### config.mk
export PLATFORM = sky130hd
export DESIGN_NAME = ddpd_top
export DESIGN_NICKNAME = d
export VERILOG_FILES = /design/src/ddpd_pkg.sv /design/src/ddpd_divider.sv /design/src/ddpd_top.sv
export SDC_FILE = /design/constraint.sdc
export NUM_CORES = 1
export LEC_CHECK = 0
export BUFFER_PORTS_ARGS = -buffer_cell sky130_fd_sc_hd__buf_4
export CAP_MARGIN = 20
export CORE_AREA = 2 2 227 229
export DETAILED_ROUTE_END_ITERATION = 10
export DIE_AREA = 0 0 229 231
export PLACE_DENSITY = 0.82
export SYNTH_ARGS = -nofsm -noshare
export SYNTH_HDL_FRONTEND = slang
export SYNTH_SLANG_ARGS = --single-unit
### constraint.sdc
create_clock -name core_clk -period 9.27 [get_ports core_clk]
set_clock_uncertainty 0.05 [all_clocks]
set_input_delay 1.3905 -clock core_clk [delete_from_list [all_inputs] [get_ports core_clk]]
set_output_delay 1.3905 -clock core_clk [all_outputs]
set_load 0.03 [all_outputs]
### src/ddpd_pkg.sv
// ddpd_pkg: shared constants and types for the transfer engine.
// assumes a 10 MHz core clock and a 2 MHz pacer reference pin.
package ddpd_pkg;

  // -----------------------------------------------------------------
  // register byte offsets
  // -----------------------------------------------------------------
  localparam logic [7:0] OFS_CFG = 8'h00;
  localparam logic [7:0] OFS_CMD = 8'h04;
  localparam logic [7:0] OFS_STATUS = 8'h08;
  localparam logic [7:0] OFS_DIV_IN = 8'h0C;
  localparam logic [7:0] OFS_DIV_OUT = 8'h10;
  localparam logic [7:0] OFS_DIV_PRE = 8'h14;
  localparam logic [7:0] OFS_DI_BASE = 8'h18;
  localparam logic [7:0] OFS_DI_BYTES = 8'h1C;
  localparam logic [7:0] OFS_DO_BASE = 8'h20;
  localparam logic [7:0] OFS_DO_SAMPLES = 8'h24;
  localparam logic [7:0] OFS_DI_DONE = 8'h28;
  localparam logic [7:0] OFS_DO_DONE = 8'h2C;
  localparam logic [7:0] OFS_OVERRUN = 8'h30;
  localparam logic [7:0] OFS_IRQ_STAT = 8'h34;
  localparam logic [7:0] OFS_IRQ_MASK = 8'h38;

  // -----------------------------------------------------------------
  // field positions
  // -----------------------------------------------------------------
  localparam int CFG_DI_CASC = 0;
  localparam int CFG_DO_CASC = 1;
  localparam int CFG_DO_REPEAT = 2;
  localparam int CFG_DBL_BUF = 3;
  localparam int CFG_DI_MODE = 4;
  localparam int CFG_DO_MODE = 6;
  localparam int CMD_DI_START = 0;
  localparam int CMD_DI_STOP = 1;
  localparam int CMD_DO_START = 2;
  localparam int CMD_DO_STOP = 3;
  localparam int CMD_HALF_TAKE = 4;
  localparam int ST_DI_RUN = 0;
  localparam int ST_DO_RUN = 1;
  localparam int ST_HALF_READY = 2;
  localparam int ST_READY_HALF = 3;
  localparam int ST_HALF_ERR = 4;
  localparam int IRQ_DI_DONE = 0;
  localparam int IRQ_DO_DONE = 1;
  localparam int IRQ_HALF = 2;
  localparam int IRQ_OVERRUN = 3;
  localparam int DIV_IN = 0;
  localparam int DIV_OUT = 1;
  localparam int DIV_PRE = 2;

  // -----------------------------------------------------------------
  // reset values and limits
  // -----------------------------------------------------------------
  localparam logic [7:0] CFG_RESET = 8'h00;
  localparam logic [15:0] DIV_RESET = 16'h0002;
  localparam logic [3:0] MASK_RESET = 4'h0;
  localparam logic [26:0] MAX_BYTES = 27'h4000000;
  localparam logic [24:0] MAX_WORDS = 25'h1000000;

  // -----------------------------------------------------------------
  // modes and states
  // -----------------------------------------------------------------
  typedef enum logic [1:0] {
    DI_PACER = 2'b00,
    DI_RISE = 2'b01,
    DI_FALL = 2'b10,
    DI_HSHAKE = 2'b11
  } ddpd_di_mode_type;

  typedef enum logic [1:0] {
    DO_PACER = 2'b00,
    DO_GATED = 2'b01,
    DO_HSHAKE = 2'b10
  } ddpd_do_mode_type;

  typedef enum logic [1:0] {
    BM_IDLE = 2'b00,
    BM_WRITE = 2'b01,
    BM_READ = 2'b10
  } ddpd_bm_type;

endpackage

### src/ddpd_divider.sv
// ddpd_divider: one 16-bit reloading pacer divider.
// assumes step is a one-cycle pulse and divisor is 2 or more.
`timescale 1ns/10ps
module ddpd_divider (
  // clock and reset
  input wire logic core_clk,
  input wire logic reset_n,
  // control
  input wire logic run,
  input wire logic step,
  input wire logic [15:0] divisor,
  // tick out
  output logic tick
);

  logic [15:0] cnt, next_cnt;
  logic next_tick;

  // reload on terminal count keeps the tick period constant
  always_comb begin
    next_cnt = cnt;
    next_tick = 1'b0;
    if (!run) begin
      next_cnt = divisor;
    end else if (step) begin
      if (cnt <= 16'h0001) begin
        next_cnt = divisor;
        next_tick = 1'b1;
      end else begin
        next_cnt = cnt - 16'h0001;
      end
    end
  end

  always_ff @(posedge core_clk or negedge reset_n) begin
    if (!reset_n) begin
      cnt <= ddpd_pkg::DIV_RESET;
      tick <= 1'b0;
    end else begin
      cnt <= next_cnt;
      tick <= next_tick;
    end
  end
endmodule

### src/ddpd_top.sv
// ddpd_top: bus-master transfer engine with pacers and ring input.
// assumes a memory port that answers each request with one ack pulse.
// Notes on behaviour
// - single input pacer: reference over divider zero
// - chained: prescaler feeds input divider
// - output pacer: divider one, optionally chained
// - output modes: pacer, gated pacer, handshake
// - repeat restarts from buffer start until stopped
// - output status running flag and word count
// - done count stays readable after the end
// - ring input: two halves, wraps to first
// - half ready on crossing; early take flags error
// - unconsumed half overwritten counts an overrun
// - transfers limited to 64 MB
// - only handshake input never loses samples
// - output count in samples, exactly that many
// - input modes: pacer, rise, fall, handshake
// - byte count up to 2^26, word moves
//
// The plain strobed port and the address map are this design's own decisions.
`timescale 1ns/10ps
module ddpd_top (
  // clock and reset
  input wire logic core_clk,
  input wire logic reset_n,
  // register port
  input wire logic [7:0] reg_addr,
  input wire logic [31:0] reg_wdata,
  input wire logic reg_wr,
  input wire logic reg_rd,
  output logic [31:0] reg_rdata,
  // interrupt
  output logic irq,
  // pacer reference pin
  input wire logic ref_clk_pin,
  // input port pins
  input wire logic [31:0] in_data,
  input wire logic in_req,
  output logic in_ack,
  // output port pins
  output logic [31:0] out_data,
  output logic out_strobe,
  input wire logic out_req,
  output logic out_ack,
  // bus master port
  output logic mem_req,
  output logic mem_we,
  output logic [31:0] mem_addr,
  output logic [31:0] mem_wdata,
  input wire logic mem_ack,
  input wire logic [31:0] mem_rdata
);

  // -----------------------------------------------------------------
  // pin synchronisers
  // -----------------------------------------------------------------
  logic [2:0] pins, filt, filt_d, rise, fall;
  logic [2:0] sh [3];
  assign pins = {out_req, in_req, ref_clk_pin};
  assign rise = filt & ~filt_d;
  assign fall = ~filt & filt_d;

  // a level is taken only once the second and third flops agree
  always_ff @(posedge core_clk or negedge reset_n) begin
    if (!reset_n) begin
      for (int i = 0; i < 3; i++) begin
        sh[i] <= 3'h0;
      end
      filt <= 3'h0;
      filt_d <= 3'h0;
    end else begin
      for (int i = 0; i < 3; i++) begin
        sh[i] <= {sh[i][1:0], pins[i]};
        if (sh[i][1] == sh[i][2]) begin
          filt[i] <= sh[i][2];
        end
      end
      filt_d <= filt;
    end
  end

  // -----------------------------------------------------------------
  // state
  // -----------------------------------------------------------------
  logic [7:0] cfg, next_cfg;
  logic [15:0] div [3];
  logic [15:0] next_div [3];
  logic [31:0] di_base, next_di_base, do_base, next_do_base;
  logic [26:0] di_bytes, next_di_bytes;
  logic [24:0] do_count, next_do_count;
  logic [3:0] irq_mask, next_irq_mask, irq_stat, next_irq_stat;
  logic di_run, next_di_run, do_run, next_do_run;
  logic di_full, next_di_full, do_full, next_do_full;
  logic [31:0] do_hold, next_do_hold;
  logic [24:0] di_idx, next_di_idx, di_done, next_di_done;
  logic [24:0] do_idx, next_do_idx, do_done, next_do_done;
  logic half_ready, next_half_ready, ready_half, next_ready_half;
  logic half_err, next_half_err;
  logic [31:0] overrun, next_overrun;
  ddpd_pkg::ddpd_bm_type bm, next_bm;
  logic next_mem_req, next_mem_we, next_in_ack, next_out_ack;
  logic [31:0] next_mem_addr, next_mem_wdata, next_out_data;
  logic next_out_strobe, next_irq;
  logic [31:0] next_reg_rdata;
  logic [24:0] di_words, di_half;
  logic di_ok, do_ok, cmd_wr, in_event, out_event;
  ddpd_pkg::ddpd_di_mode_type di_mode;
  ddpd_pkg::ddpd_do_mode_type do_mode;

  assign di_mode = ddpd_pkg::ddpd_di_mode_type'(cfg[5:4]);
  assign do_mode = ddpd_pkg::ddpd_do_mode_type'(cfg[7:6]);
  assign di_words = di_bytes[26:2];
  assign di_half = {1'b0, di_words[24:1]};
  assign cmd_wr = reg_wr && reg_addr == ddpd_pkg::OFS_CMD;
  // misaligned or oversized starts are refused, run stays low
  assign di_ok = di_base[1:0] == 2'b00 && di_bytes[1:0] == 2'b00 &&
                 di_bytes != 27'h0 && di_bytes <= ddpd_pkg::MAX_BYTES;
  assign do_ok = do_base[1:0] == 2'b00 && do_count != 25'h0 &&
                 do_count <= ddpd_pkg::MAX_WORDS;

  // -----------------------------------------------------------------
  // pacers
  // -----------------------------------------------------------------
  logic [2:0] div_run, div_step, div_tick;
  assign div_run = {di_run | do_run, do_run, di_run};
  assign div_step[ddpd_pkg::DIV_PRE] = rise[0];
  assign div_step[ddpd_pkg::DIV_IN] = cfg[ddpd_pkg::CFG_DI_CASC] ?
    div_tick[ddpd_pkg::DIV_PRE] : rise[0];
  assign div_step[ddpd_pkg::DIV_OUT] = cfg[ddpd_pkg::CFG_DO_CASC] ?
    div_tick[ddpd_pkg::DIV_PRE] : rise[0];

  genvar gi;
  generate
    for (gi = 0; gi < 3; gi++) begin : g_div
      ddpd_divider u_div (
        .core_clk(core_clk),
        .reset_n(reset_n),
        .run(div_run[gi]),
        .step(div_step[gi]),
        .divisor(div[gi]),
        .tick(div_tick[gi])
      );
    end
  endgenerate

  // sample events; free-running modes drop samples when the holder
  // is still full, only handshake waits for room
  always_comb begin
    case (di_mode)
      ddpd_pkg::DI_PACER: in_event = div_tick[ddpd_pkg::DIV_IN];
      ddpd_pkg::DI_RISE: in_event = rise[1];
      ddpd_pkg::DI_FALL: in_event = fall[1];
      ddpd_pkg::DI_HSHAKE: in_event = filt[1] && !in_ack;
      default: in_event = 1'b0;
    endcase
    case (do_mode)
      ddpd_pkg::DO_PACER: out_event = div_tick[ddpd_pkg::DIV_OUT];
      ddpd_pkg::DO_GATED: out_event = div_tick[ddpd_pkg::DIV_OUT] &&
                                      filt[2];
      ddpd_pkg::DO_HSHAKE: out_event = filt[2] && !out_ack;
      default: out_event = 1'b0;
    endcase
  end

  // -----------------------------------------------------------------
  // engine and register file
  // -----------------------------------------------------------------
  always_comb begin
    next_cfg = cfg;
    next_div = div;
    next_di_base = di_base;
    next_do_base = do_base;
    next_di_bytes = di_bytes;
    next_do_count = do_count;
    next_irq_mask = irq_mask;
    next_irq_stat = irq_stat;
    next_di_run = di_run;
    next_do_run = do_run;
    next_di_full = di_full;
    next_do_full = do_full;
    next_do_hold = do_hold;
    next_di_idx = di_idx;
    next_di_done = di_done;
    next_do_idx = do_idx;
    next_do_done = do_done;
    next_half_ready = half_ready;
    next_ready_half = ready_half;
    next_half_err = half_err;
    next_overrun = overrun;
    next_bm = bm;
    next_mem_req = mem_req;
    next_mem_we = mem_we;
    next_mem_addr = mem_addr;
    next_mem_wdata = mem_wdata;
    next_out_data = out_data;
    next_out_strobe = 1'b0;
    next_in_ack = in_ack && filt[1];
    next_out_ack = out_ack && filt[2];
    next_reg_rdata = 32'h0;
    // software writes; clears come first so that events below win
    if (reg_wr) begin
      case (reg_addr)
        ddpd_pkg::OFS_CFG: next_cfg = reg_wdata[7:0];
        ddpd_pkg::OFS_DIV_IN: next_div[0] = reg_wdata[15:0];
        ddpd_pkg::OFS_DIV_OUT: next_div[1] = reg_wdata[15:0];
        ddpd_pkg::OFS_DIV_PRE: next_div[2] = reg_wdata[15:0];
        ddpd_pkg::OFS_DI_BASE: next_di_base = reg_wdata;
        ddpd_pkg::OFS_DI_BYTES: next_di_bytes = reg_wdata[26:0];
        ddpd_pkg::OFS_DO_BASE: next_do_base = reg_wdata;
        ddpd_pkg::OFS_DO_SAMPLES: next_do_count = reg_wdata[24:0];
        ddpd_pkg::OFS_IRQ_STAT: next_irq_stat = irq_stat & ~reg_wdata[3:0];
        ddpd_pkg::OFS_IRQ_MASK: next_irq_mask = reg_wdata[3:0];
        ddpd_pkg::OFS_CMD: begin
          if (reg_wdata[ddpd_pkg::CMD_HALF_TAKE]) begin
            next_half_ready = 1'b0;
            next_half_err = !half_ready;
          end
        end
        default: ;
      endcase
    end
    // input capture into the single holder
    if (in_event && di_run && !di_full) begin
      next_di_full = 1'b1;
      next_mem_wdata = in_data;
      next_in_ack = di_mode == ddpd_pkg::DI_HSHAKE;
    end
    // output emit, one sample per event
    if (out_event && do_run && do_full) begin
      next_out_data = do_hold;
      next_out_strobe = 1'b1;
      next_do_full = 1'b0;
      next_do_done = do_done + 25'h1;
      next_out_ack = do_mode == ddpd_pkg::DO_HSHAKE;
      if (!cfg[ddpd_pkg::CFG_DO_REPEAT] && next_do_done == do_count) begin
        next_do_run = 1'b0;
        next_irq_stat[ddpd_pkg::IRQ_DO_DONE] = 1'b1;
      end
    end
    // bus master, writes ahead of reads since input loses data
    case (bm)
      ddpd_pkg::BM_IDLE: begin
        if (di_run && di_full) begin
          next_bm = ddpd_pkg::BM_WRITE;
          next_mem_req = 1'b1;
          next_mem_we = 1'b1;
          next_mem_addr = di_base + {5'h00, di_idx, 2'b00};
        end else if (do_run && !do_full && do_idx != do_count) begin
          next_bm = ddpd_pkg::BM_READ;
          next_mem_req = 1'b1;
          next_mem_we = 1'b0;
          next_mem_addr = do_base + {5'h00, do_idx, 2'b00};
        end
      end
      ddpd_pkg::BM_WRITE: begin
        if (mem_ack) begin
          next_bm = ddpd_pkg::BM_IDLE;
          next_mem_req = 1'b0;
          next_mem_we = 1'b0;
          next_di_full = 1'b0;
          next_di_done = di_done + 25'h1;
          next_di_idx = di_idx + 25'h1;
          if (cfg[ddpd_pkg::CFG_DBL_BUF]) begin
            if (next_di_idx == di_half || next_di_idx == di_words) begin
              if (half_ready) begin
                next_overrun = overrun + 32'h1;
                next_irq_stat[ddpd_pkg::IRQ_OVERRUN] = 1'b1;
              end
              next_half_ready = 1'b1;
              next_ready_half = next_di_idx == di_words;
              next_irq_stat[ddpd_pkg::IRQ_HALF] = 1'b1;
              if (next_di_idx == di_words) begin
                next_di_idx = 25'h0;
              end
            end
          end else if (next_di_done == di_words) begin
            next_di_run = 1'b0;
            next_irq_stat[ddpd_pkg::IRQ_DI_DONE] = 1'b1;
          end
        end
      end
      ddpd_pkg::BM_READ: begin
        if (mem_ack) begin
          next_bm = ddpd_pkg::BM_IDLE;
          next_mem_req = 1'b0;
          next_do_hold = mem_rdata;
          next_do_full = 1'b1;
          next_do_idx = do_idx + 25'h1;
          if (cfg[ddpd_pkg::CFG_DO_REPEAT] && next_do_idx == do_count) begin
            next_do_idx = 25'h0;
          end
        end
      end
      default: next_bm = ddpd_pkg::BM_IDLE;
    endcase
    // start and stop; a stop leaves the bus cycle in flight to finish
    if (cmd_wr) begin
      if (reg_wdata[ddpd_pkg::CMD_DI_STOP]) begin
        next_di_run = 1'b0;
      end
      if (reg_wdata[ddpd_pkg::CMD_DO_STOP]) begin
        next_do_run = 1'b0;
      end
      if (reg_wdata[ddpd_pkg::CMD_DI_START] && di_ok) begin
        next_di_run = 1'b1;
        next_di_idx = 25'h0;
        next_di_done = 25'h0;
        next_di_full = 1'b0;
        next_half_ready = 1'b0;
        next_half_err = 1'b0;
        next_overrun = 32'h0;
      end
      if (reg_wdata[ddpd_pkg::CMD_DO_START] && do_ok) begin
        next_do_run = 1'b1;
        next_do_idx = 25'h0;
        next_do_done = 25'h0;
        next_do_full = 1'b0;
      end
    end
    // read port, unmapped offsets read zero
    if (reg_rd) begin
      case (reg_addr)
        ddpd_pkg::OFS_CFG: next_reg_rdata = {24'h0, cfg};
        ddpd_pkg::OFS_STATUS: begin
          next_reg_rdata[ddpd_pkg::ST_DI_RUN] = di_run;
          next_reg_rdata[ddpd_pkg::ST_DO_RUN] = do_run;
          next_reg_rdata[ddpd_pkg::ST_HALF_READY] = half_ready;
          next_reg_rdata[ddpd_pkg::ST_READY_HALF] = ready_half;
          next_reg_rdata[ddpd_pkg::ST_HALF_ERR] = half_err;
        end
        ddpd_pkg::OFS_DIV_IN: next_reg_rdata = {16'h0, div[0]};
        ddpd_pkg::OFS_DIV_OUT: next_reg_rdata = {16'h0, div[1]};
        ddpd_pkg::OFS_DIV_PRE: next_reg_rdata = {16'h0, div[2]};
        ddpd_pkg::OFS_DI_BASE: next_reg_rdata = di_base;
        ddpd_pkg::OFS_DI_BYTES: next_reg_rdata = {5'h00, di_bytes};
        ddpd_pkg::OFS_DO_BASE: next_reg_rdata = do_base;
        ddpd_pkg::OFS_DO_SAMPLES: next_reg_rdata = {7'h00, do_count};
        ddpd_pkg::OFS_DI_DONE: next_reg_rdata = {7'h00, di_done};
        ddpd_pkg::OFS_DO_DONE: next_reg_rdata = {7'h00, do_done};
        ddpd_pkg::OFS_OVERRUN: next_reg_rdata = overrun;
        ddpd_pkg::OFS_IRQ_STAT: next_reg_rdata = {28'h0, irq_stat};
        ddpd_pkg::OFS_IRQ_MASK: next_reg_rdata = {28'h0, irq_mask};
        default: next_reg_rdata = 32'h0;
      endcase
    end
    next_irq = |(next_irq_stat & next_irq_mask);
  end

  // register every next value
  always_ff @(posedge core_clk or negedge reset_n) begin
    if (!reset_n) begin
      cfg <= ddpd_pkg::CFG_RESET;
      for (int i = 0; i < 3; i++) begin
        div[i] <= ddpd_pkg::DIV_RESET;
      end
      di_base <= 32'h0;
      do_base <= 32'h0;
      di_bytes <= 27'h0;
      do_count <= 25'h0;
      irq_mask <= ddpd_pkg::MASK_RESET;
      irq_stat <= 4'h0;
      di_run <= 1'b0;
      do_run <= 1'b0;
      di_full <= 1'b0;
      do_full <= 1'b0;
      do_hold <= 32'h0;
      di_idx <= 25'h0;
      di_done <= 25'h0;
      do_idx <= 25'h0;
      do_done <= 25'h0;
      half_ready <= 1'b0;
      ready_half <= 1'b0;
      half_err <= 1'b0;
      overrun <= 32'h0;
      bm <= ddpd_pkg::BM_IDLE;
      mem_req <= 1'b0;
      mem_we <= 1'b0;
      mem_addr <= 32'h0;
      mem_wdata <= 32'h0;
      out_data <= 32'h0;
      out_strobe <= 1'b0;
      in_ack <= 1'b0;
      out_ack <= 1'b0;
      reg_rdata <= 32'h0;
      irq <= 1'b0;
    end else begin
      cfg <= next_cfg;
      div <= next_div;
      di_base <= next_di_base;
      do_base <= next_do_base;
      di_bytes <= next_di_bytes;
      do_count <= next_do_count;
      irq_mask <= next_irq_mask;
      irq_stat <= next_irq_stat;
      di_run <= next_di_run;
      do_run <= next_do_run;
      di_full <= next_di_full;
      do_full <= next_do_full;
      do_hold <= next_do_hold;
      di_idx <= next_di_idx;
      di_done <= next_di_done;
      do_idx <= next_do_idx;
      do_done <= next_do_done;
      half_ready <= next_half_ready;
      ready_half <= next_ready_half;
      half_err <= next_half_err;
      overrun <= next_overrun;
      bm <= next_bm;
      mem_req <= next_mem_req;
      mem_we <= next_mem_we;
      mem_addr <= next_mem_addr;
      mem_wdata <= next_mem_wdata;
      out_data <= next_out_data;
      out_strobe <= next_out_strobe;
      in_ack <= next_in_ack;
      out_ack <= next_out_ack;
      reg_rdata <= next_reg_rdata;
      irq <= next_irq;
    end
  end
endmodule

Word level (Yosys, flattened, before mapping)
Index checks and enable logic that the tools add are counted.
- register bits after elaboration: 552
- bits in latches: 0
- bits in writable memories: 0
- memory bits (read-only): 0
- input bits: 112
- output and inout port bits: 134
- word-level logic and storage cells: 281
- memories kept: 0
- add/subtract/negate cells: 10
- $mul: 0
- divide/modulo/power cells: 0
- order comparisons: 5
- eq/ne operators: 36
- shift-type cells: 0
- mux-type cells: 118
- bitwise operators: 8
- reduce and logical (&&, ||, !) cells: 57
- operators with widths (cell ; number):
    $mux W25 ; 19
    $mux W32 ; 10
    $pmux W27 S11 ; 1
    $mux W16 ; 9
    $add A25 B1 Y25 const B ; 4
    $eq A25 B25 Y1 ; 4
    $pmux W5 S14 ; 1
    $add A32 B27 Y32 ; 2
    $mux W1 ; 62
    $eq A8 B6 Y1 const B ; 7
    $le A16 B1 Y1 const B ; 3
    $sub A16 B1 Y16 const B ; 3
    $add A32 B1 Y32 const B ; 1
    $eq A8 B5 Y1 const B ; 4
    $le A27 B27 Y1 const B ; 1
    $reduce_bool A27 Y1 ; 1
    $eq A25 B24 Y1 ; 1
    $le A25 B25 Y1 const B ; 1
    $ne A25 B25 Y1 ; 1
    $reduce_bool A25 Y1 ; 1
    $logic_and A1 B1 Y1 ; 22
    $reduce_and A2 Y1 ; 11
    $eq A8 B4 Y1 const B ; 2
    $mux W4 ; 4
    26 further kinds ; 59

Depth between registers and ports, before layout
Gate-level depths: netlist (run 1).
- depth after elaboration: 11
- gate-level depth with buffers: 15
- mapped depth without buffers: 13

Hierarchy
From an unflattened synthesis (run 1), not the netlist that was laid out.
- cells, all modules: 3375
- area total of the unflattened synthesis: 31946.9 um^2
- modules (own cells, without submodules) (module ; instances ; cells each ; area an instance (um^2) ; sequential area each (um^2)):
    ddpd_top ; 1 ; 2964 ; 28542.4 ; 12540.8
    ddpd_divider ; 3 ; 137 ; 1134.8 ; 426.7

Worst setup path after synthesis (run 1)
OpenSTA, ideal clock, no wires.
- path kind: register to register
- start: register di_idx[1]
- end: register overrun[23]
- data arrival time: 3.679 ns
- setup slack: 5.463 ns
- cell stages (with the launch flop): 13
- buffers on the path: 1
- cell sequence: dfrtp_1 ha_1 buf_2 nand4_2 nor4_4 nand3b_1 o21ai_1 or4_1 or4_4 nor4_4 o2111ai_2 or4_1 a21oi_1
- cells in the longest elaborated chain, start to end: 9
- elaborated cells between the ends (all ways): 10
- those cells by class: add/sub (1); eq/ne (2); mux (6); reduce/logical (1)
- RTL lines (item ; line ; RTL):
    start, declared ; ddpd_top.sv:95 ; logic [24:0] di_idx, next_di_idx, di_done, next_di_done;
    start signal, assigned ; ddpd_top.sv:400 ; di_idx <= next_di_idx;
    $add A25 B1 Y25 (*) ; ddpd_top.sv:262 ; next_di_idx = di_idx + 25'h1;
    $eq A25 B24 Y1 / $eq A25 B25 Y1 (equally long branches) ; ddpd_top.sv:264 ; if (next_di_idx == di_half || next_di_idx == di_words) begin
    $logic_or A1 B1 Y1 (*) ; ddpd_top.sv:264 ;
    $mux W32 (*) ; ddpd_top.sv:264 ;
    $mux W32 (*) ; ddpd_top.sv:263 ; if (cfg[ddpd_pkg::CFG_DBL_BUF]) begin
    $mux W32 (*) ; ddpd_top.sv:256 ; if (mem_ack) begin
    $mux W32 (*) ; ddpd_top.sv:241 ; case (bm)
    $mux W32 ; ddpd_top.sv:304 ; if (reg_wdata[ddpd_pkg::CMD_DI_START] && di_ok) begin
    $mux W32 (*) ; ddpd_top.sv:297 ; if (cmd_wr) begin
    via next_overrun[23] ; ddpd_top.sv:99 ; logic [31:0] overrun, next_overrun;
    end signal, assigned ; ddpd_top.sv:407 ; overrun <= next_overrun;
    end, declared ; ddpd_top.sv:99 ;
Mark *: on every way through the listed nets, which the timed path passes. The rest lies on a longest branch.
A chain may end at the register's enable or synchronous reset.

Final worst setup path (run 1)
- start: register di_idx[11]
- end: register overrun[8]
Same word-level chain as after synthesis.

==> run_results.csv, run 1 <==
group,metric,value,unit
floorplanning,dieWidth,229,um
sta,fin_crit,5.567,ns
placed_design,dp.cells,4238,
grt,grtUsageTotal,43.89,%
clock_network,insertion_delay,0.65,ns
critical_path,required,9.75,ns
critical_path,critPathLaunch,"di_idx[11]",
flow_run,drv_cap,0,
routing,drc,0,
synth,yosysWarnings,0,
power,seqPwrFrac,43.4,%
cells_and_area,diodes,0,
routing,routedWlPerCell,27.29,um
critical_path,r2r_start,"di_idx[11]",
synth,synth_area,0.03255,mm^2
synth,ys.flop_type,"dfrtp_1",
clock_network,hold_buffers,0,
critical_path,crit_slowest_cell,"dfrtp_1",
floorplanning,io_pins,246,
power,p_switching,1.937,mW
synth,async_flop_share,100.0,%
critical_path,crit_top_cell,"or4_1",
clock_network,cts_buffer_depth,3,
sta,finalSetupViolations,0,
min_path,min_from,"sh[0]",
placed_design,dp_hpwl,84.35,mm
floorplanning,initial_core_util,64.23,%
synth,syn-instance-count,3518,
routing,dr_total_vias,30510,
cells_and_area,fin_cells,4351,
power,pwr-share-clk,40.0,%
critical_path,critical_path_arrival,6.05,ns
cells_and_area,areaGrowthSynthToFinish,13.11,%
cells_and_area,fin_util,72.64,%
floorplanning,dieArea,0.05290,mm^2
power,switching_share,30.14,%
synth,synth_fp_nets,3700,
grt,grt_max_degree,181,
floorplanning,die_h,231,um
synth,yosysSeqAreaShare,42.46,%
grt,grt.overflow.total,0,
critical_path,r2r_end,"overrun[8]",
power,pwr-share-comb,16.6,%
min_path,hold_class,"register to register",
sta,slew-limit-headroom,28.74,%
synth,synth_cell_types,84,
power,p_leak,16.96,nW
placed_design,io_buffers,245,
floorplanning,num_rows,83,
clock_network,cts.sinks,552,
critical_path,crit_path_end_kind,"register",
sta,timing.final.crit_share,60.06,%
clock_network,post-cts-setup-buffer-count,0,
clock_network,numCtsBuffers,58,
clock_network,clkSlewWorstSetupHoldPaths,0.07,ns
critical_path,cp-start-kind,"register",
clock_network,root_buffer,"clkbuf_16",
grt,grt_pass1_wl,177.7,mm
routing,viasPerCell,7.011,
sta,max_freq,179.6,MHz
critical_path,rr_worst_depth,10,
power,p_per_area,174.6,mW/mm^2
cells_and_area,final_nets,3803,
sta,hold_viol_final,0,
routing,drt-pass1-iter-count,8,
cells_and_area,drive_gt1_share,17.46,%
critical_path,crit_fanout,20,
power,internal_power,4.490,mW
power,vdd_drop_max,193.2,uV
clock_network,cts_resized,0,
clock_network,cts_tree,"built",
critical_path,crit_end,"overrun[8]",
routing,routed_wl,118.7,mm
synth,synth-edff-count,0,
synth,synth_seq_cells,552,
sta,tightest_slew,1.069,ns
sta,rsz0062_at_grt,"false",
critical_path,worst_path_largest_cell_delay,0.80,ns
critical_path,cp_cell_sequence,"clkinv_1 > nor4_2 > nand4_1 > xnor3_1 > or4_1 > nor4_1 > a41oi_1 > nand2b_1 > or4_1 > o21ai_0",
grt,grt_pass1_vias,29170,
routing,postRouteAntennaNets,0,
status,status,"finished clean",
placed_design,gp_congestion,1.000,
critical_path,path_class,"register to register",
critical_path,rrSetupSlack,3.70,ns
sta,finalSetupTns,0,ns
synth,syn_avg_cell_area,9.252,um^2
floorplanning,core,0.05068,mm^2
routing,drtIter0Drc,4127,
clock_network,htree_levels,2,
grt,antenna_found_initial,2,
sta,finalMaxSlewViolations,0,
-- area by class of cell --
cell class,count,area (um^2)
Multi-Input combinational cell,2649,17530
Fill cell,3674,13860
Sequential cell,552,13820
Timing Repair Buffer,284,2228
Clock buffer,79,1650
Tap cell,680,850.8
Clock inverter,31,445.4
Inverter,76,285.3
-- state kept, by name, indices dropped and copies added (netlist names), 27 cells and up --
register and flops:
div 48, g_div.u_div.cnt 48, di_base 32, do_base 32, do_hold 32, mem_addr 32, mem_wdata 32, out_data 32
overrun 32, reg_rdata 32, di_bytes 27
-- cell families after synthesis --
kind of cell | after synthesis | synth area share (%)
and+or+nand+nor | 1294 | 19.45
adders and majority gates | 73 | 2.829
muxes | 241 | 8.230
AOI/OAI and AO/OA | 783 | 15.96
DFF | 552 | 42.46
buffers and inverters | 317 | 3.794
xor gates and xnor gates | 258 | 7.281
-- cells in the mapped netlist, types with 24 or more instances --
| cell type | instances | area share [%] |
|---|---|---|
| a21o_1 | 28 | 0.65 |
| a21oi_1 | 172 | 2.6 |
| a221oi_1 | 40 | 1.1 |
| a22o_1 | 33 | 0.89 |
| a22oi_1 | 55 | 1.3 |
| a31oi_1 | 71 | 1.4 |
| and2_1 | 35 | 0.67 |
| and3_1 | 40 | 0.77 |
| buf_1 | 24 | 0.28 |
| clkbuf_1 | 197 | 2.3 |
| dfrtp_1 | 546 | 42 |
| ha_1 | 68 | 2.6 |
| inv_1 | 75 | 0.86 |
| mux2_2 | 213 | 7.4 |
| mux2i_1 | 28 | 0.86 |
| nand2_1 | 472 | 5.4 |
| nand2b_1 | 45 | 0.86 |
| nand3_1 | 107 | 1.6 |
| nand4_1 | 52 | 1.0 |
| nor2_1 | 263 | 3.0 |
| nor3_1 | 77 | 1.2 |
| nor4_1 | 52 | 1.0 |
| o21ai_0 | 179 | 2.8 |
| or4_1 | 28 | 0.65 |
| xnor2_1 | 162 | 4.4 |
| xor2_1 | 88 | 2.4 |
-- metal layers --
metal  track usage [%]  vias up  part of all wire (%)
li1                  -    12920                     -
met1             58.47    14880                    37
met2             66.88     2230                    44
met3             8.893      482                    12
met4             25.77        2                   6.9
met5                 0        -                 0.011
-- worst min path at each step --
stage                     depth (start not counted)  slack (ns)     to
after floorplan                                   0        0.28  sh[1]
after global placement                            0        0.29  sh[1]
after detailed placement                          0        0.29  sh[1]
after CTS                                         0        0.30  sh[1]
after global routing                              0        0.32  sh[7]
final                                             0        0.30  sh[1]
-- critical path: cells and delay by family (launching register included) --
family / cells / cell delay (ns)
flip-flops: 1 / 0.80
buffers and inverters: 1 / 0.46
AO/OA/AOI/OAI: 2 / 0.34
XOR/XNOR: 1 / 0.37
AND/OR/NAND/NOR: 6 / 3.42
-- metrics by stage --
| step | total power [mW] | cell area, um^2 | setup WS [ns] | hold slack (ns) |
|---|---|---|---|---|
| finish | 6.427 | 36820 | 3.703 | 0.2982 |
| detailed placement | 3.846 | 34640 | 4.004 | 0.2855 |
| global route | 6.611 | 36820 | 3.585 | 0.3192 |
| CTS | 6.388 | 36730 | 3.892 | 0.2995 |
| floorplan | 3.428 | 32550 | 5.463 | 0.2812 |
| global placement | 3.799 | 34630 | 4.158 | 0.2870 |
-- placed cells by master, fill, tap and decap left out, types with 19 or more instances in the layout --
master and count:
xnor2_1 162, o21ai_0 178, mux2_2 213, a221oi_1 40
and4_1 22, nand3_1 107, and2_1 35, a31oi_1 71
or4_1 28, nor2_1 258, nor4_1 52, clkbuf_16 58
nand2_1 472, mux2i_1 28, or3_1 21, nor2b_1 22
and3_1 40, nand4_1 52, nor3_1 76, a22o_1 33
dfrtp_1 546, nand2b_1 44, xor2_1 88, a21o_1 28
buf_4 277, inv_1 75, a21oi_1 171, a22oi_1 55
a211oi_1 19, ha_1 68
-- power by group through the flow --
stage          Combinational, mW  Clock, mW  Sequential, mW
2_1_floorplan              0.695          0            2.73
3_5_place_dp                1.03          0            2.82
5_1_grt                     1.15       2.66            2.80
6_report                    1.07       2.57            2.79
4_1_cts                     1.04       2.57            2.78
3_3_place_gp               0.992          0            2.81
Note: power is estimated with default switching activity, not from simulation.
==> run 2, diff against run 1 <==
--- a/config.mk
+++ b/config.mk
@@ -5,12 +5,13 @@
 export SDC_FILE = /design/constraint.sdc
 export NUM_CORES = 1
 export LEC_CHECK = 0
+export ABC_AREA = 1
 export BUFFER_PORTS_ARGS = -buffer_cell sky130_fd_sc_hd__buf_4
 export CAP_MARGIN = 20
-export CORE_AREA = 2 2 227 229
+export CORE_AREA = 2 2 246 248
 export DETAILED_ROUTE_END_ITERATION = 10
-export DIE_AREA = 0 0 229 231
-export PLACE_DENSITY = 0.82
+export DIE_AREA = 0 0 248 250
+export PLACE_DENSITY = 0.74
 export SYNTH_ARGS = -nofsm -noshare
 export SYNTH_HDL_FRONTEND = slang
 export SYNTH_SLANG_ARGS = --single-unit
==> constraint.sdc (replaced) <==
create_clock -name core_clk -period 5 [get_ports core_clk]
set_clock_uncertainty 0.05 [all_clocks]
set_input_delay 0.75 -clock core_clk [delete_from_list [all_inputs] [get_ports core_clk]]
set_output_delay 0.75 -clock core_clk [all_outputs]
set_load 0.03 [all_outputs]
==> run 2 against run 1 <==
Die area grew 17%. Non-clock buffer count grew 2. Sequential power grew 98%. Utilization shrank 9.6 points. Synthesized cell count grew 29%. Critical path depth grew 7. Register-to-register slack lost 2.4 ns. Wire length grew 6.0%. Largest cell class unchanged.
==> run_results.csv, run 2 <==
group,metric,value,unit
routing,drt-pass1-iter-count,7,
synth,async_flop_share,100.0,%
routing,routed_wl,125.9,mm
power,internal_power,8.935,mW
clock_network,cts_buffer_depth,3,
critical_path,path_class,"register to register",
floorplanning,num_rows,90,
power,pwr-share-comb,30.9,%
cells_and_area,reg_top3,"div (48), g_div.u_div.cnt (48)",
clock_network,post-cts-setup-buffer-count,0,
cells_and_area,final_nets,4916,
critical_path,critical_path_arrival,4.17,ns
power,p_leak,19.22,nW
clock_network,hold_buffers,0,
synth,yosysSeqAreaShare,41.96,%
critical_path,required,5.51,ns
critical_path,crit_fanout,18,
sta,timing.final.crit_share,73.17,%
routing,drc,0,
synth,synth_top_area_cell,"dfrtp_1",
sta,fin_crit,3.658,ns
critical_path,rrSetupSlack,1.34,ns
power,seqPwrFrac,37.8,%
grt,grt.overflow.total,0,
sta,hold_viol_final,0,
synth,synth_area_leaders,"dfrtp_1 41%, nand2_1 15%, o21ai_0 6.0%",
critical_path,cp-start-kind,"register",
clock_network,cts_resized,0,
clock_network,cts_tree,"built",
sta,rsz0062_at_grt,"false",
critical_path,critPathLaunch,"di_idx[0]",
cells_and_area,drive_gt1_share,10.47,%
synth,yosysWarnings,0,
status,status,"finished clean",
power,switching_share,38.74,%
synth,synth_seq_cells,552,
critical_path,r2r_start,"di_idx[0]",
synth,synth_area,0.03293,mm^2
cells_and_area,areaGrowthSynthToFinish,14.04,%
power,p_per_area,388.3,mW/mm^2
sta,max_freq,273.3,MHz
clock_network,clkSlewWorstSetupHoldPaths,0.07,ns
power,pwr-share-clk,31.2,%
cells_and_area,diodes,0,
cells_and_area,layout_commonest_cell,"nand2_1",
floorplanning,initial_core_util,55.29,%
sta,finalSetupTns,0,ns
grt,grt_pass1_wl,188.7,mm
min_path,hold_class,"input pin to asynchronous set/reset pin",
routing,drtIter0Drc,4140,
floorplanning,dieArea,0.06200,mm^2
synth,netlist_top_cells_count,"1,356 x nand2_1, 546 x dfrtp_1, 486 x inv_1, 413 x nor2_1, 398 x o21ai_0",
cells_and_area,layout_common_cells,"1,353 x nand2_1, 546 x dfrtp_1, 486 x inv_1, 410 x nor2_1, 398 x o21ai_0",
flow_run,drv_cap,0,
sta,hold_ws,0.1393,ns
placed_design,pre_cts_ws,1.398,ns
floorplanning,core,0.05957,mm^2
power,vdd_drop_max,313.5,uV
synth,synth_cell_types,67,
routing,viasPerCell,5.992,
clock_network,root_buffer,"clkbuf_16",
floorplanning,io_pins,246,
floorplanning,dieWidth,248,um
clock_network,htree_levels,2,
synth,syn-instance-count,4542,
clock_network,numCtsBuffers,59,
grt,antenna_found_initial,2,
clock_network,insertion_delay,0.64,ns
sta,finalSetupViolations,0,
routing,routedWlPerCell,22.62,um
placed_design,io_buffers,245,
sta,finalMaxSlewViolations,0,
synth,syn_avg_cell_area,7.251,um^2
clock_network,cts.sinks,552,
placed_design,dp_hpwl,95.99,mm
sta,tightest_slew,1.124,ns
cells_and_area,nFillCells,5462,
synth,synth-edff-count,0,
sta,slew-limit-headroom,23.85,%
synth,ys.flop_type,"dfrtp_1",
sta,setup_ws,1.342,ns
placed_design,gp_congestion,1.051,
grt,grt_pass1_vias,31040,
synth,synth_top_cell_area_share,41.49,%
routing,dr_total_vias,33350,
critical_path,crit_path_end_kind,"register",
grt,grtUsageTotal,40.39,%
grt,grt_max_degree,106,
synth,synth_fp_nets,4724,
power,p_switching,5.649,mW
routing,postRouteAntennaNets,0,
floorplanning,die_h,250,um
synth,yosysMostFrequentCell,"nand2_1",
[run 2: changes by cell type in the layout (fill, tap and decap cells not counted), sizes merged, moves of 144 or more]
cell	before	now
inv	79	496
mux2	213	32
nand2	472	1369
nand3	109	277
nor2	263	429
o21ai	180	405
xnor2	162	18
[run 2: power by group through the flow]
stage	clock network, mW	logic, mW	registers, mW
finish	4.55	4.51	5.52
global route	4.76	5.02	5.55
CTS	4.58	4.41	5.48
detailed placement	0	4.39	5.56
global placement	0	4.39	5.55
floorplan	0	3.12	5.38
[run 2: worst paths after layout]
path	depth (start not counted)	endpoint
worst max-delay path	17	overrun[14]
worst min-delay path	1	g_div[1].u_div.cnt[6]
worst max register to register	17	overrun[14]
worst min register to register	0	sh[7]
max in group asynchronous	2	out_data[10]
min in group core_clk	1	sh[0]
[run 2: worst max-delay path, cell delays in order (launching register included)]
cell and delay, ns:
dfrtp_1 0.56, ha_1 0.38, nand2_2 0.13, nor2_4 0.22
nand2_1 0.17, clkinv_1 0.14, nand4_1 0.11, nand2_1 0.15
inv_2 0.05, nand2_1 0.05, nand2_1 0.08, nor3b_1 0.25
nand4_1 0.12, nand2_1 0.70, nand3_1 0.17, nand2_1 0.11
inv_1 0.04, nor2_1 0.09
[run 2: logic make-up after synthesis]
| logic type | after synthesis | synth area share [%] |
|---|---|---|
| AND/OR/NAND/NOR | 2307 | 29.51 |
| AO/OA/AOI/OAI | 813 | 14.01 |
| buffers and inverters | 656 | 7.644 |
| flip-flops | 552 | 41.96 |
| XOR/XNOR | 109 | 2.982 |
| adder cells (fa/ha/maj) | 73 | 2.796 |
| multiplexers | 32 | 1.094 |
[run 2: final cells by class]
type                            instances  area (um^2)  area share [%]
Timing Repair Buffer                  286         2262           6.023
Tap cell                              782        978.4           2.605
Clock buffer                           81         1712           4.557
Inverter                              501         1881           5.007
Sequential cell                       552        13820           36.80
Clock inverter                         30        282.8          0.7529
Multi-Input combinational cell       3334        16620           44.26
[run 2: layer usage]
| metal | GRT usage, % | up-vias | share of wire (%) |
|---|---|---|---|
| met2 | 59.58 | 1973 | 43 |
| met3 | 9.065 | 372 | 11 |
| li1 | - | 15370 | - |
| met5 | 0 | - | 0.010 |
| met4 | 20.65 | 2 | 6.1 |
| met1 | 55.64 | 15630 | 40 |
[run 2: per-stage QoR]
step	std cells	util, %	instance area, um^2	power [mW]
3_5_place_dp	5454	59.67	35540	9.944
4_1_cts	5565	63.02	37540	14.47
5_1_grt	5566	63.05	37560	15.33
6_report	5566	63.05	37560	14.58
3_3_place_gp	5452	59.59	35500	9.936
2_1_floorplan	4542	-	32930	8.503
